$ cat src/hdl/ssirq_map.svh
`ifndef SSIRQ_MAP_SVH
`define SSIRQ_MAP_SVH
// ==========================================
// Register offsets (byte addresses)
`define SSIRQ_OFF_STATUS  8'h00
`define SSIRQ_OFF_IRQ_EN  8'h04
`define SSIRQ_OFF_IRQ_DIS 8'h08
`define SSIRQ_OFF_MASK    8'h0c
`define SSIRQ_OFF_CTRL    8'h10
// ==========================================
// Status bit positions, and the control register edge select bit
`define SSIRQ_B_HOLD_FREE 0
`define SSIRQ_B_ALL_SENT  1
`define SSIRQ_B_TX_DONE   2
`define SSIRQ_B_TX_ZERO   3
`define SSIRQ_B_RX_AVAIL  4
`define SSIRQ_B_OVERRUN   5
`define SSIRQ_B_RX_DONE   6
`define SSIRQ_B_RX_ZERO   7
`define SSIRQ_B_MATCH1    8
`define SSIRQ_B_MATCH2    9
`define SSIRQ_B_TX_SYNC   10
`define SSIRQ_B_RX_SYNC   11
`define SSIRQ_B_TX_ON     16
`define SSIRQ_B_RX_ON     17
`define SSIRQ_B_EDGE_SEL  0
// ==========================================
// Reset values, and the mask of sticky status bits
`define SSIRQ_RST_MASK    12'h000
`define SSIRQ_RST_EDGE    1'h0
`define SSIRQ_STICKY      12'hf20
`endif

$ cat src/hdl/ssirq_pkg.sv
package ssirq_pkg;
  // ==========================================
  // Whole block state
  typedef struct packed {
    logic        ack;
    logic [31:0] rdat;
    logic [11:0] flags;
    logic [11:0] mask;
    logic        edge_sel;
    logic        tx_on;
    logic        rx_on;
    logic [1:0]  lclk_s;
    logic        lclk_prev;
    logic [1:0]  txfs_s;
    logic [1:0]  rxfs_s;
    logic        txfs_smp;
    logic        rxfs_smp;
    logic        irq;
  } ssirq_state_t;
endpackage

$ cat src/hdl/ssirq_top.sv
`timescale 1ns/100ps
// Summary of operation
// [RL1] Bit 0 reads 0 while a word waits in holding register, else 1.
// [RL2] Bit 1 set only when holding register and shift register are both drained.
// [RL3] Bit 2 sets when tx counter reaches zero; tx counter write clears it.
// [RL4] Bit 3 is 1 only when both tx counters are zero.
// [RL5] Bit 4 shows an unread word in the receive holding register.
// [RL6] Bit 5 sets on load over unread word; status read clears it.
// [RL7] Bit 6 sets when rx counter reaches zero; rx counter write clears it.
// [RL8] Bit 7 is 1 only when both rx counters are zero.
// [RL9] Bits 8 and 9 latch compare matches until status read.
// [RL10] Bits 10 and 11 latch frame sync events until status read.
// [RL11] Bits 16 and 17 show transmitter and receiver enabled.
// [RL12] Ones written to enable register set mask bits; zeros do nothing.
// [RL13] Ones written to disable register clear mask bits; zeros do nothing.
// [RL14] Mask register reads enable state at the status bit positions.
// [RL15] Edge select bit: 0 rising, 1 falling frame sync raises tx sync.
// [RL16] Interrupt output high while any enabled status flag is set.
// [RL17] All mask bits clear at reset.
`include "ssirq_map.svh"

module ssirq_top
  import ssirq_pkg::*;
#(
  parameter int CNT_W = 16
) (
  input  wire logic             sys_clk_i,
  input  wire logic             rst_i,
  input  wire logic             ce_i,
  input  wire logic             wb_cyc_i,
  input  wire logic             wb_stb_i,
  input  wire logic             wb_we_i,
  input  wire logic [7:0]       wb_adr_i,
  input  wire logic [3:0]       wb_sel_i,
  input  wire logic [31:0]      wb_dat_i,
  output logic      [31:0]      wb_dat_o,
  output logic                  wb_ack_o,
  output logic                  irq_o,
  input  wire logic             tx_holding_full_i,
  input  wire logic             tx_shift_busy_i,
  input  wire logic [CNT_W-1:0] tx_dma_counter_i,
  input  wire logic [CNT_W-1:0] tx_dma_next_counter_i,
  input  wire logic             tx_cnt_write_i,
  input  wire logic             rx_load_i,
  input  wire logic             rx_read_i,
  input  wire logic [CNT_W-1:0] rx_dma_counter_i,
  input  wire logic [CNT_W-1:0] rx_dma_next_counter_i,
  input  wire logic             rx_cnt_write_i,
  input  wire logic             rx_match_first_i,
  input  wire logic             rx_match_second_i,
  input  wire logic             tx_on_i,
  input  wire logic             rx_on_i,
  input  wire logic             link_clk_i,
  input  wire logic             tx_frame_sync_i,
  input  wire logic             rx_frame_sync_i
);

  ssirq_state_t s_reg;
  ssirq_state_t s_next;

  // ==========================================
  // Status word assembly
  function automatic logic [31:0] status_word(input ssirq_state_t st);
    logic [31:0] w;
    w = 32'h0;
    w[11:0] = st.flags;
    w[`SSIRQ_B_TX_ON] = st.tx_on;  // see [RL11]
    w[`SSIRQ_B_RX_ON] = st.rx_on;  // see [RL11]
    return w;
  endfunction

  // Byte lanes to a 12-bit write mask
  function automatic logic [11:0] lane_bits(input logic [3:0] sel,
                                            input logic [31:0] d);
    return d[11:0] & {{4{sel[1]}}, {8{sel[0]}}};
  endfunction

  // ==========================================
  // Next-state logic
  always_comb begin
    logic        req;
    logic        rd_stat;
    logic        wr;
    logic [11:0] wbits;
    logic [11:0] clr;
    logic [11:0] set;
    logic        link_rise;
    logic        tx_evt;
    logic        rx_evt;
    req = 1'b0;
    rd_stat = 1'b0;
    wr = 1'b0;
    wbits = 12'h000;
    clr = 12'h000;
    set = 12'h000;
    link_rise = 1'b0;
    tx_evt = 1'b0;
    rx_evt = 1'b0;
    s_next = s_reg;
    if (ce_i) begin
      // Pin synchronisers; stage 0 feeds stage 1 only
      s_next.lclk_s = {s_reg.lclk_s[0], link_clk_i};
      s_next.txfs_s = {s_reg.txfs_s[0], tx_frame_sync_i};
      s_next.rxfs_s = {s_reg.rxfs_s[0], rx_frame_sync_i};
      s_next.lclk_prev = s_reg.lclk_s[1];
      link_rise = s_reg.lclk_s[1] & ~s_reg.lclk_prev;
      // Frame sync sampled on link clock rising edges
      if (link_rise) begin
        s_next.txfs_smp = s_reg.txfs_s[1];
        s_next.rxfs_smp = s_reg.rxfs_s[1];
        tx_evt = s_reg.edge_sel ? (s_reg.txfs_smp & ~s_reg.txfs_s[1])
                                : (~s_reg.txfs_smp & s_reg.txfs_s[1]);  // see [RL15]
        rx_evt = ~s_reg.rxfs_smp & s_reg.rxfs_s[1];
      end

      // Classic Wishbone: one wait state, ack drops after one cycle
      req = wb_cyc_i & wb_stb_i & ~s_reg.ack;
      wr = req & wb_we_i;
      wbits = lane_bits(wb_sel_i, wb_dat_i);
      s_next.ack = req;
      s_next.rdat = 32'h0;
      if (req & ~wb_we_i) begin
        case (wb_adr_i)
          `SSIRQ_OFF_STATUS: begin
            s_next.rdat = status_word(s_reg);
            rd_stat = 1'b1;
          end
          `SSIRQ_OFF_MASK: s_next.rdat = {20'h0, s_reg.mask};  // see [RL14]
          `SSIRQ_OFF_CTRL: s_next.rdat = {31'h0, s_reg.edge_sel};
          default: s_next.rdat = 32'h0;
        endcase
      end

      // Mask enable and disable writes, zeros leave bits alone
      if (wr && wb_adr_i == `SSIRQ_OFF_IRQ_EN) begin
        s_next.mask = s_reg.mask | wbits;  // see [RL12]
      end
      if (wr && wb_adr_i == `SSIRQ_OFF_IRQ_DIS) begin
        s_next.mask = s_reg.mask & ~wbits;  // see [RL13]
      end
      if (wr && wb_adr_i == `SSIRQ_OFF_CTRL && wb_sel_i[0]) begin
        s_next.edge_sel = wb_dat_i[`SSIRQ_B_EDGE_SEL];
      end

      // Sticky bits clear on status read, or by writing ones to it
      if (rd_stat) begin
        clr = `SSIRQ_STICKY;  // see [RL6] [RL9] [RL10]
      end
      if (wr && wb_adr_i == `SSIRQ_OFF_STATUS) begin
        clr = wbits & `SSIRQ_STICKY;
      end
      set[`SSIRQ_B_OVERRUN] = rx_load_i & s_reg.flags[`SSIRQ_B_RX_AVAIL]
                              & ~rx_read_i;  // see [RL6]
      set[`SSIRQ_B_MATCH1]  = rx_match_first_i;   // see [RL9]
      set[`SSIRQ_B_MATCH2]  = rx_match_second_i;  // see [RL9]
      set[`SSIRQ_B_TX_SYNC] = tx_evt;             // see [RL10]
      set[`SSIRQ_B_RX_SYNC] = rx_evt;             // see [RL10]
      // Set wins so an event in the clearing cycle is kept
      s_next.flags = (s_reg.flags & ~clr) | (set & `SSIRQ_STICKY);

      // Level flags follow the transmit and receive paths
      s_next.flags[`SSIRQ_B_HOLD_FREE] = ~tx_holding_full_i;  // see [RL1]
      s_next.flags[`SSIRQ_B_ALL_SENT] = ~tx_holding_full_i
                                        & ~tx_shift_busy_i;  // see [RL2]
      s_next.flags[`SSIRQ_B_TX_ZERO] = (tx_dma_counter_i == '0)
                                       & (tx_dma_next_counter_i == '0);  // see [RL4]
      s_next.flags[`SSIRQ_B_RX_ZERO] = (rx_dma_counter_i == '0)
                                       & (rx_dma_next_counter_i == '0);  // see [RL8]
      // Load wins over a read in the same cycle
      s_next.flags[`SSIRQ_B_RX_AVAIL] = rx_load_i
        | (s_reg.flags[`SSIRQ_B_RX_AVAIL] & ~rx_read_i);  // see [RL5]
      // Counter write clears; the old count seen that cycle is stale
      s_next.flags[`SSIRQ_B_TX_DONE] = ~tx_cnt_write_i
        & (s_reg.flags[`SSIRQ_B_TX_DONE] | (tx_dma_counter_i == '0));  // see [RL3]
      s_next.flags[`SSIRQ_B_RX_DONE] = ~rx_cnt_write_i
        & (s_reg.flags[`SSIRQ_B_RX_DONE] | (rx_dma_counter_i == '0));  // see [RL7]
      s_next.tx_on = tx_on_i;  // see [RL11]
      s_next.rx_on = rx_on_i;  // see [RL11]

      // Interrupt from the new flags and mask, so it is a flop output
      s_next.irq = |(s_next.flags & s_next.mask);  // see [RL16]
    end
  end

  // ==========================================
  // State register
  always_ff @(posedge sys_clk_i) begin
    if (rst_i) begin
      s_reg <= '0;
      s_reg.mask <= `SSIRQ_RST_MASK;  // see [RL17]
      s_reg.edge_sel <= `SSIRQ_RST_EDGE;
    end else begin
      s_reg <= s_next;
    end
  end

  assign wb_dat_o = s_reg.rdat;
  assign wb_ack_o = s_reg.ack;
  assign irq_o = s_reg.irq;
endmodule

$ cat config.mk
export PLATFORM = sky130hd
export DESIGN_NAME = ssirq_top
export DESIGN_NICKNAME = d
export VERILOG_FILES = /design/src/hdl/ssirq_pkg.sv /design/src/hdl/ssirq_top.sv
export VERILOG_INCLUDE_DIRS = /design/src /design/src/hdl
export SDC_FILE = /design/constraint.sdc
export NUM_CORES = 1
export LEC_CHECK = 0
export BUFFER_PORTS_ARGS = -buffer_cell sky130_fd_sc_hd__buf_2
export CORE_UTILIZATION = 40
export DETAILED_ROUTE_END_ITERATION = 16
export PLACE_DENSITY = 0.87
export SYNTH_ARGS = -nofsm -noshare
export SYNTH_HDL_FRONTEND = slang
export SYNTH_SLANG_ARGS = --single-unit
$ cat constraint.sdc
create_clock -name sys_clk_i -period 2.4 [get_ports sys_clk_i]
set_input_delay 0.48 -clock sys_clk_i [delete_from_list [all_inputs] [get_ports sys_clk_i]]
set_output_delay 0.48 -clock sys_clk_i [all_outputs]
set_load 0.01 [all_outputs]
Yosys cells after proc, flatten, opt, wreduce, memory -nomap -nowiden
Cells that the tools add are included.

storage, ports and cells
  bits in registers = 70
  bits in latches = 0
  bits in writable memories = 0
  bits in read-only memories = 0
  input bits = 127
  output and inout port bits = 34
  logic and storage cells = 85
  memories kept = 0

cells by class
  add/subtract/negate cells = 0
  multiply operators = 0
  divide/modulo/power cells = 0
  magnitude comparators = 0
  equal/unequal tests = 4
  shift-type cells = 0
  mux-type cells = 16
  bitwise logic cells = 38
  reduce and logical (&&, ||, !) cells = 13

operators by type and width
  cell                                                              count
  12-bit 2-to-1 mux                                                 6
  16-bit logical NOT                                                4
  18-bit one-hot mux with 3 select lines                            1
  12-bit AND                                                        4
  12-bit inverter                                                   2
  12-bit bitwise OR                                                 2
  18-bit 2-to-1 mux                                                 1
  1-bit AND                                                         16
  8-bit by 4-bit == test with 1-bit output (second input constant)  2
  12-bit OR reduction                                               1
  1-bit inverter                                                    11
  8-bit by 3-bit == test with 1-bit output (second input constant)  1
  8-bit by 5-bit == test with 1-bit output (second input constant)  1
  8-bit logical NOT                                                 1
  1-bit 2-to-1 mux                                                  8
  1-bit logical AND                                                 5
  2-bit AND reduction                                               2
  1-bit bitwise OR                                                  3

Depth between registers and ports, before layout
Gate-level depths: netlist (run 1).

  depth after elaboration = 13
  gate-level depth with buffers = 8
  mapped depth without buffers = 6

Worst setup path before layout (run 1)
Ideal clock, no wire load.

  path kind = input to register
  start = input port wb_adr_i[5]
  end = register s_reg (netlist bit irq_o)
  library setup time = 91 ps
  arrival time = 2189 ps
  data required time = 2309 ps
  slack = 121 ps
  cell stages on the path = 7
  buffers on the path = 1
  cell sequence = or4_4 > buf_6 > nor4_4 > a31oi_1 > o32ai_2 > nor4_1 > a311oi_1

on the way
  cells in the longest elaborated chain, start to end = 12
  elaborated cells between the ends (all ways) = 20
  classes of those cells = 2 x eq/ne; 9 x mux; 4 x bitwise; 5 x reduce/logical

ends and longest elaborated chain
  element                  line              RTL
  start, declared          ssirq_top.sv:33   input wire logic [7:0] wb_adr_i,
  8-bit logical NOT        ssirq_top.sv:123  case (wb_adr_i)
  1-bit 2-to-1 mux         ssirq_top.sv:123
  1-bit 2-to-1 mux         ssirq_top.sv:122  if (req & ~wb_we_i) begin
  1-bit 2-to-1 mux         ssirq_top.sv:100  if (ce_i) begin
  12-bit 2-to-1 mux        ssirq_top.sv:146  if (rd_stat) begin
  12-bit 2-to-1 mux        ssirq_top.sv:149  if (wr && wb_adr_i == `SSIRQ_OFF_STATUS) begin
  12-bit 2-to-1 mux        ssirq_top.sv:100
  12-bit inverter          ssirq_top.sv:159  s_next.flags = (s_reg.flags & ~clr) | (set & `SSIRQ_STICKY);
  12-bit AND               ssirq_top.sv:159
  12-bit bitwise OR        ssirq_top.sv:159
  12-bit AND (*)           ssirq_top.sv:181  s_next.irq = |(s_next.flags & s_next.mask);
  12-bit OR reduction (*)  ssirq_top.sv:181
  end signal, assigned     ssirq_top.sv:193  s_reg <= s_next;
  end, declared            ssirq_top.sv:58   ssirq_state_t s_reg;

Mark *: on every way between the ends. The rest lies on a longest branch, timed or not. The select of a mux whose other input is x is not followed.
A chain may end at the register's enable or synchronous reset.

Worst setup path in the final report (run 1)
Ends and elaborated chain as after synthesis.

==> results of run 1 <==
where the power goes:
| part | internal, mW | switching (mW) | total, mW |
|---|---|---|---|
| combinational | 0.109 | 0.138 | 0.247 |
| sequential | 0.881 | 0.0137 | 0.895 |
| clock | 0.368 | 0.286 | 0.655 |
| total | 1.36 | 0.438 | 1.80 |
metrics by stage:
stage / hold WS (ns) / instances / setup TNS [ns] / worst slack, ns / cell area, sq um
after floorplan: 0.4414 / 378 / 0 / 0.1205 / 3008
after global placement: 0.4519 / 555 / 0 / 0.0003328 / 3513
after detailed placement: 0.4604 / 555 / -0.02968 / -0.02968 / 3513
after CTS: 0.3982 / 563 / 0 / 0.3028 / 3640
after global routing: 0.4065 / 563 / 0 / 0.1136 / 3640
final: 0.3989 / 563 / 0 / 0.2425 / 3640
cells by family (layout without fill, tap and decap cells):
group | after synthesis | count (layout)
buf+inv | 58 | 147
mux | 17 | 17
other cells | 1 | 18
compound gates | 87 | 87
simple gates | 146 | 146
flops | 52 | 52
worst max path at each step:
stage / slack [ns] / startpoint / end / cells after the start
CTS: 0.30 / wb_adr_i[5] / irq_o$_SDFFE_PP0P_ / 8
detailed placement: -0.03 / wb_adr_i[5] / irq_o$_SDFFE_PP0P_ / 7
floorplan: 0.12 / wb_adr_i[5] / irq_o$_SDFFE_PP0P_ / 7
global route: 0.11 / wb_adr_i[5] / irq_o$_SDFFE_PP0P_ / 7
global placement: 0.0003 / wb_adr_i[5] / irq_o$_SDFFE_PP0P_ / 8
finish: 0.24 / wb_adr_i[5] / irq_o$_SDFFE_PP0P_ / 7
synth_stat cells, drive strengths merged (10+ instances only):
cell type,n
a211oi,10
a21oi,14
a22o,12
a22oi,13
a31oi,17
buf,38
clkbuf,14
dfxtp,52
mux2i,17
nand2,15
nor2,51
nor3,19
nor4,23
per-layer routing:
layer	part of all wire, %	vias up
met5	0	-
met4	1.8	0
met3	9.4	17
met2	46	205
met1	43	1465
li1	-	1507
final cells by class:
type                       count  area share (%)
multi-input combinational    268           44.48
tap                           96           3.300
inverter                       6          0.6188
clock inverter                 1          0.8250
timing repair buffer         133           19.53
sequential                    52           28.60
clock buffer                   7           2.647
worst min-delay path: stages:
cell     delay (ns)
buf_2          0.07
mux2i_1        0.05
nor2_1         0.07
==> results.yml, run 1 <==
run_status:
  status: "complete, no violations"
yosys:
  synth_xor_area_share_pct: 0
  netlist.area_leader.share_pct: 35.36
  yosys-top-cells-area: "dfxtp_1 35%, buf_4 8.2%, nor2_1 6.5%"
  yosysTopAreaCell: "dfxtp_1"
  ys_ff_latch: 52
  synth_simple_gate_area_share_pct: 25.88
  synthesis.area_sq_mm: 0.002944
  synth_compound_area_share_pct: 21.04
  synthAdderAreaFrac_pct: 0
  ys_seq_area_share_pct: 35.36
  synth_warnings: 0
  synth_top_family_by_area: "simple AND/OR/NAND/NOR gates"
  yosysUniqueCellTypes: 45
  synth_flop_cell: "dfxtp_1"
  synth_edf_count: 0
  netlist_instances: 361
  muxShareOfSynthArea_pct: 5.780
  syn_avg_cell_area_sq_um: 8.155
  async_reset_ff_share_pct: 0
grt:
  gr-max-usage-layer: "met2"
  grt-ovfl-total: 0
  grt_pass1_wl_microns: 13130
  grt_max_degree: 26
  global_route.usage.met2_pct: 34.46
  use_met1_pct: 30.25
  grt_usage_pct: 21.92
  grt_pass1_vias: 2696
  met3_usage_pct: 4.430
  antenna_found_initial: 0
routing:
  vias: 3194
  drtAntennaViolNets: 0
  wl_microns: 8366
  wire_per_inst_microns: 14.86
  via_per_inst: 5.673
  dr.pass1.iters: 5
  first_iter_violations: 278
  drc: 0
worst_setup_path:
  slowest_delay_ns: 0.58
  cp_top_family: "simple AND/OR/NAND/NOR gates"
  arrival_ns: 2.34
  reg2reg_from: "wb_ack_o$_SDFFE_PP0P_"
  critical_path.startpoint_type: "input port"
  critical_path_required_ns: 2.58
  worst-path-buf-inv: 1
  critPathCaptureType: "flip-flop"
  crit_type: "in -> reg"
  ff2ff_path_depth: 6
  ff2ff_setup_slack_ns: 0.39
  worstPathCellList: "buf_2 -> or4_4 -> nor3_1 -> and2_1 -> a211oi_1 -> nor4_1 -> a311oi_1"
  cpMaxStageDelayCell: "or4_4"
  timing.rr.end: "irq_o$_SDFFE_PP0P_"
  critical_path.max_fanout: 5
cts:
  clkLatencyLatePin_ns: 0.31
  cts.reportedPaths.clkPinSlew_ns: 0.09
  cts.sinks: 52
  cts_buffers: 5
  cts-hold-fix-buffers: 0
  cts_max_level: 2
  post_cts_resized: 0
  clockBufferDepth: 2
  cts_setup_buffers: 0
  cts_root_buf: "clkbuf_8"
  cts_tree: "yes"
final_layout:
  fin_util_pct: 52.41
  largest_reg_flops: 36
  layout_common_cells: "120 x buf_2, 52 x dfxtp_1, 51 x nor2_1, 22 x nor4_1, 18 x conb_1"
  antenna_cells: 0
  drive_gt1_share_pct: 31.91
  final_common_cell: "buf_2"
  multi_input_area_sq_mm: 0.001619
  area_growth_pct: 23.63
  final_nets: 593
  nFillCells: 678
  ff_latch_area_sq_mm: 0.001041
timing:
  max_freq_mhz: 463.5
  final.setup_skew_ns: 0.009728
  setup_viol_count_final: 0
  finalHoldViolCount: 0
  finalCriticalPeriod_ns: 2.158
  drv_slew: 0
  rsz0062_at_grt: "false"
  post-route-period-util_pct: 89.90
hold_path:
  min_from: "rx_frame_sync_i"
  min_to: "s_reg[3]$_SDFFE_PP0P_"
  whs_path_depth: 3
  hp-class: "in -> reg"
floorplan:
  initial_utilization_pct: 42.40
  coreArea_sq_mm: 0.006944
  core.rowCount: 30
  io_pins: 161
  dieArea_sq_mm: 0.007707
  fp.dieW_microns: 87.79
  fp.dieH_microns: 87.79
power_and_ir_drop:
  leakage_nw: 1.551
  powerDensity_mw_per_mm2: 493.6
  vdd_drop_max_v: 0.0002011
  p_total_mw: 1.796
job:
  drv_cap: 0
placement:
  dp_hpwl_microns: 6496
  portBuffers: 120
  gp_congestion: 0.8821
No activity file was read; power rests on OpenSTA's default activity.
==> inputs of run 2 (changes only) <==
Settings changed: MAX_ROUTING_LAYER set to met4.
==> run 2 against run 1 <==
  * Register-to-register slack better by 0.04 ns
  * Sequential power about the same
  * Clock power down 6.7%
  * Flip-flop and latch count unchanged
  * Via count down 2.3%
  * Sequential share of layout area up 0.12 points
  * Die area unchanged
  * Cell area down 0.41%
  * Fmax up 0.82%
  * Count of clock-buffer cells in the layout down 2
  * Clock skew down 0.0023 ns
  * Cell count unchanged
==> results.yml, run 2 (synthesized netlist as in run 1, its figures left out) <==
routing:
  vias: 3119
  drc: 0
  wl_microns: 8352
  drtAntennaViolNets: 0
  first_iter_violations: 239
  wire_per_inst_microns: 14.83
  via_per_inst: 5.540
  dr.pass1.iters: 5
worst_setup_path:
  critical_path.startpoint_type: "input port"
  crit_type: "in -> reg"
  critPathCaptureType: "flip-flop"
  ff2ff_setup_slack_ns: 0.43
  critical_path_required_ns: 2.63
  critical_path.max_fanout: 5
  arrival_ns: 2.37
timing:
  final.setup_skew_ns: 0.007384
  drv_slew: 0
  post-route-period-util_pct: 89.17
  setup_viol_count_final: 0
  finalCriticalPeriod_ns: 2.140
  max_freq_mhz: 467.3
  rsz0062_at_grt: "false"
  finalHoldViolCount: 0
hold_path:
  hp-class: "in -> reg"
power_and_ir_drop:
  pwr-share-comb_pct: 14.2
  vdd_drop_max_v: 0.0002386
  powerDensity_mw_per_mm2: 484.3
  p_sw_mw: 0.4563
  pwr-share-clk_pct: 34.8
  p_int_mw: 1.299
  leakage_nw: 1.541
  swShare_pct: 25.99
  share_seq_of_total_power_pct: 51.0
grt:
  grt_pass1_wl_microns: 13400
  grt_pass1_vias: 2787
  grt_usage_pct: 22.93
  grt_max_degree: 31
  grt-ovfl-total: 0
  antenna_found_initial: 0
cts:
  cts.sinks: 52
  cts_max_level: 2
  cts_root_buf: "clkbuf_8"
  clockBufferDepth: 2
  cts-hold-fix-buffers: 0
  cts_tree: "yes"
  post_cts_resized: 0
  clkLatencyLatePin_ns: 0.31
  cts_buffers: 5
  cts_setup_buffers: 0
  cts.reportedPaths.clkPinSlew_ns: 0.10
final_layout:
  antenna_cells: 0
  largest_reg_flops: 36
  final_nets: 593
  layout_common_cells: "120 x buf_2, 52 x dfxtp_1, 51 x nor2_1, 22 x nor4_1, 18 x conb_1"
  area_growth_pct: 23.12
  fin_util_pct: 52.20
  final_common_cell: "buf_2"
  finish.instance_area_sq_mm: 0.003625
  drive_gt1_share_pct: 31.91
floorplan:
  io_pins: 161
  core.rowCount: 30
  coreArea_sq_mm: 0.006944
  dieArea_sq_mm: 0.007707
  fp.dieH_microns: 87.79
  fp.dieW_microns: 87.79
  initial_utilization_pct: 42.40
placement:
  gp_congestion: 0.9152
  place_area_sq_mm: 0.003513
  dp_hpwl_microns: 6496
  portBuffers: 120
job:
  drv_cap: 0
run_status:
  status: "complete, no violations"
==> run 2: path summary, 6_finish.rpt <==
path | cells after the start | start | to
min | 3 | tx_frame_sync_i | s_reg[5]$_SDFFE_PP0P_
max reg2reg | 6 | wb_ack_o$_SDFFE_PP0P_ | irq_o$_SDFFE_PP0P_
min reg2reg | 2 | wb_dat_o[16]$_SDFFE_PP0P_ | wb_dat_o[16]$_SDFFE_PP0P_
max | 7 | wb_adr_i[5] | irq_o$_SDFFE_PP0P_
==> run 2: metrics by stage <==
step	cells	total power, mW	TNS (ns)	hold slack (ns)	worst slack, ns
finish	563	1.756	0	0.3982	0.2600
global route	563	1.824	0	0.4069	0.1470
CTS	563	1.757	0	0.4001	0.2633
detailed placement	555	1.160	-0.05838	0.4660	-0.05838
global placement	555	1.153	0	0.4504	0.006035
floorplan	378	1.049	0	0.4414	0.1205
==> run 2: area by class of cell <==
type                    instances  area, sq um
multi-input cells             268         1619
clock buffers                   5        68.82
fillers                       646         3319
inverters                       6        22.52
flip-flops and latches         52         1041
clock inverters                 3        42.54
well taps                      96        120.1
repair buffers                133        710.7
==> run 2: power by group through the flow <==
stage / combinational [mW] / clock [mW] / sequential [mW]
after floorplan: 0.138 / 0 / 0.911
after global placement: 0.240 / 0 / 0.913
after detailed placement: 0.246 / 0 / 0.914
after CTS: 0.247 / 0.615 / 0.894
after global routing: 0.276 / 0.650 / 0.898
final: 0.250 / 0.611 / 0.895
==> run 2: metal layers <==
metal / wire length (microns) / GRT usage [%]
met1: 3742 / 30.67
met2: 3749 / 34.74
met3: 726 / 4.713
met4: 134 / 6.855
met5: 0 / -
==> run 2: critical path, cell delays in order <==
cell and delay (ns):
buf_2 0.11, or4_4 0.58, nor4_1 0.44, o22ai_1 0.18
a21boi_0 0.23, a221oi_1 0.08, a311oi_1 0.26
==> inputs of run 3 (changes only) <==
Settings changed: BUFFER_PORTS_ARGS -buffer_cell sky130_fd_sc_hd__buf_2 to unset, DONT_BUFFER_PORTS set to 1, PLACE_DENSITY 0.87 to 0.67.
==> run 3 against run 2 <==
  * Hold slack worse by 0.16 ns
  * Via count shrank 13%
  * Core utilization fell by 9.1 points
  * Largest power group unchanged
==> results.yml, run 3 (synthesized netlist as in run 1, its figures left out) <==
floorplan:
  initial_utilization_pct: 42.40
  coreArea_sq_mm: 0.006944
  dieArea_sq_mm: 0.007707
  fp.dieH_microns: 87.79
  io_pins: 161
  core.rowCount: 30
  fp.dieW_microns: 87.79
worst_setup_path:
  ff2ff_path_depth: 7
  critPathCaptureType: "flip-flop"
  reg2reg_from: "wb_ack_o$_SDFFE_PP0P_"
  timing.rr.end: "irq_o$_SDFFE_PP0P_"
  critical_path.startpoint_type: "flip-flop"
  critical_path_required_ns: 2.58
  worst-path-buf-inv: 1
  crit_type: "reg -> reg"
  worstPathCellList: "and4b_1 -> nand4_1 -> buf_12 -> o22ai_1 -> o32ai_2 -> nor4_1 -> a311oi_1"
  critical_path.max_fanout: 14
  ff2ff_setup_slack_ns: 0.36
  slowest_delay_ns: 0.39
  cp_top_family: "simple AND/OR/NAND/NOR gates"
  cpMaxStageDelayCell: "dfxtp_1"
  arrival_ns: 2.22
timing:
  worst_pin_slew_ns: 0.5044
  drv_slew: 0
  finalCriticalPeriod_ns: 2.036
  post-route-period-util_pct: 84.85
  max_freq_mhz: 491.0
  setup_slack_ns: 0.3635
  slew_headroom_pct: 66.32
  holdWs_ns: 0.2356
  final.setup_skew_ns: 0.01118
  tns_ns: 0
  setup_viol_count_final: 0
  rsz0062_at_grt: "false"
  finalHoldViolCount: 0
routing:
  dr.pass1.iters: 5
  wl_microns: 7681
  first_iter_violations: 157
  wire_per_inst_microns: 17.46
  via_per_inst: 6.141
  drtAntennaViolNets: 0
  drc: 0
  vias: 2702
final_layout:
  drive_gt1_share_pct: 7.558
  antenna_cells: 0
  largest_reg_flops: 36
  area_growth_pct: 1.573
  finish.instance_area_sq_mm: 0.002990
  final_nets: 470
  layout_common_cells: "52 x dfxtp_1, 51 x nor2_1, 21 x nor4_1, 18 x conb_1"
  fin_util_pct: 43.06
  final_common_cell: "dfxtp_1"
  stdcell_count: 440
hold_path:
  hp-class: "in -> reg"
  min_from: "rst_i"
  whs_path_depth: 1
  min_to: "wb_dat_o[2]$_SDFFE_PP0P_"
grt:
  grt_pass1_vias: 2326
  antenna_found_initial: 0
  grt_max_degree: 53
  grt_pass1_wl_microns: 11570
  grt-ovfl-total: 0
  grt_usage_pct: 20.29
cts:
  clockBufferDepth: 2
  cts_buffers: 5
  cts_setup_buffers: 0
  post_cts_resized: 0
  cts_root_buf: "clkbuf_8"
  cts_tree: "yes"
  cts-hold-fix-buffers: 0
  cts.sinks: 52
  cts.reportedPaths.clkPinSlew_ns: 0.10
  clkLatencyLatePin_ns: 0.31
  cts_max_level: 2
placement:
  dp.cells: 432
  portBuffers: 0
  dp_hpwl_microns: 5791
  gp_congestion: 0.8683
  place_area_sq_mm: 0.002897
  pre_cts_slack_ns: 0.06547
power_and_ir_drop:
  powerDensity_mw_per_mm2: 510.2
  leakage_nw: 1.021
  pwr-share-comb_pct: 7.0
  share_seq_of_total_power_pct: 58.7
  p_sw_mw: 0.3657
  vdd_drop_max_v: 0.0002355
  p_total_mw: 1.526
  pwr-share-clk_pct: 34.3
  p_int_mw: 1.160
  swShare_pct: 23.97
job:
  drv_cap: 0
run_status:
  status: "complete, no violations"
[run 3: cell count changes in the layout (fill, tap and decap cells not counted)]
cell,delta
clkinv_2,-1
buf_2,-120
clkbuf_1,+1
clkbuf_8,+1
buf_4,-3
nor4_2,+1
nor4_1,-1
bufinv_16,-1
[run 3: per-layer routing]
layer / wire length (microns) / vias up / track usage, %
li1: - / 1260 / -
met1: 3482 / 1292 / 29.37
met2: 3293 / 139 / 27.48
met3: 816 / 11 / 4.807
met4: 89 / 0 / 6.110
met5: 0 / - / -
[run 3: worst max path at each step]
stage | from | cells past startpoint | to | slack [ns]
after detailed placement | wb_adr_i[5] | 7 | irq_o$_SDFFE_PP0P_ | 0.07
after global placement | wb_adr_i[5] | 7 | irq_o$_SDFFE_PP0P_ | 0.09
after floorplan | wb_adr_i[5] | 7 | irq_o$_SDFFE_PP0P_ | 0.12
after global routing | wb_ack_o$_SDFFE_PP0P_ | 7 | irq_o$_SDFFE_PP0P_ | 0.30
after CTS | wb_adr_i[5] | 7 | irq_o$_SDFFE_PP0P_ | 0.39
final | wb_ack_o$_SDFFE_PP0P_ | 7 | irq_o$_SDFFE_PP0P_ | 0.36
[run 3: area by class of cell]
type	count	area (sq um)
flip-flops and latches	52	1041
clock inverters	1	7.507
multi-input cells	268	1625
clock buffers	7	86.33
repair buffers	10	87.58
well taps	96	120.1
inverters	6	22.52
fillers	703	3954
[run 3: worst register-to-register path, cell delays in order (launching register included)]
cell and delay, ns:
dfxtp_1 0.39, and4b_1 0.36, nand4_1 0.18, buf_12 0.19, o22ai_1 0.19, o32ai_2 0.10, nor4_1 0.36, a311oi_1 0.13
[run 3: power groups by stage]
stage / registers [mW] / logic [mW] / clock network, mW
floorplan: 0.911 / 0.138 / 0
global placement: 0.914 / 0.104 / 0
detailed placement: 0.915 / 0.106 / 0
CTS: 0.895 / 0.107 / 0.528
global route: 0.898 / 0.120 / 0.560
finish: 0.895 / 0.107 / 0.523
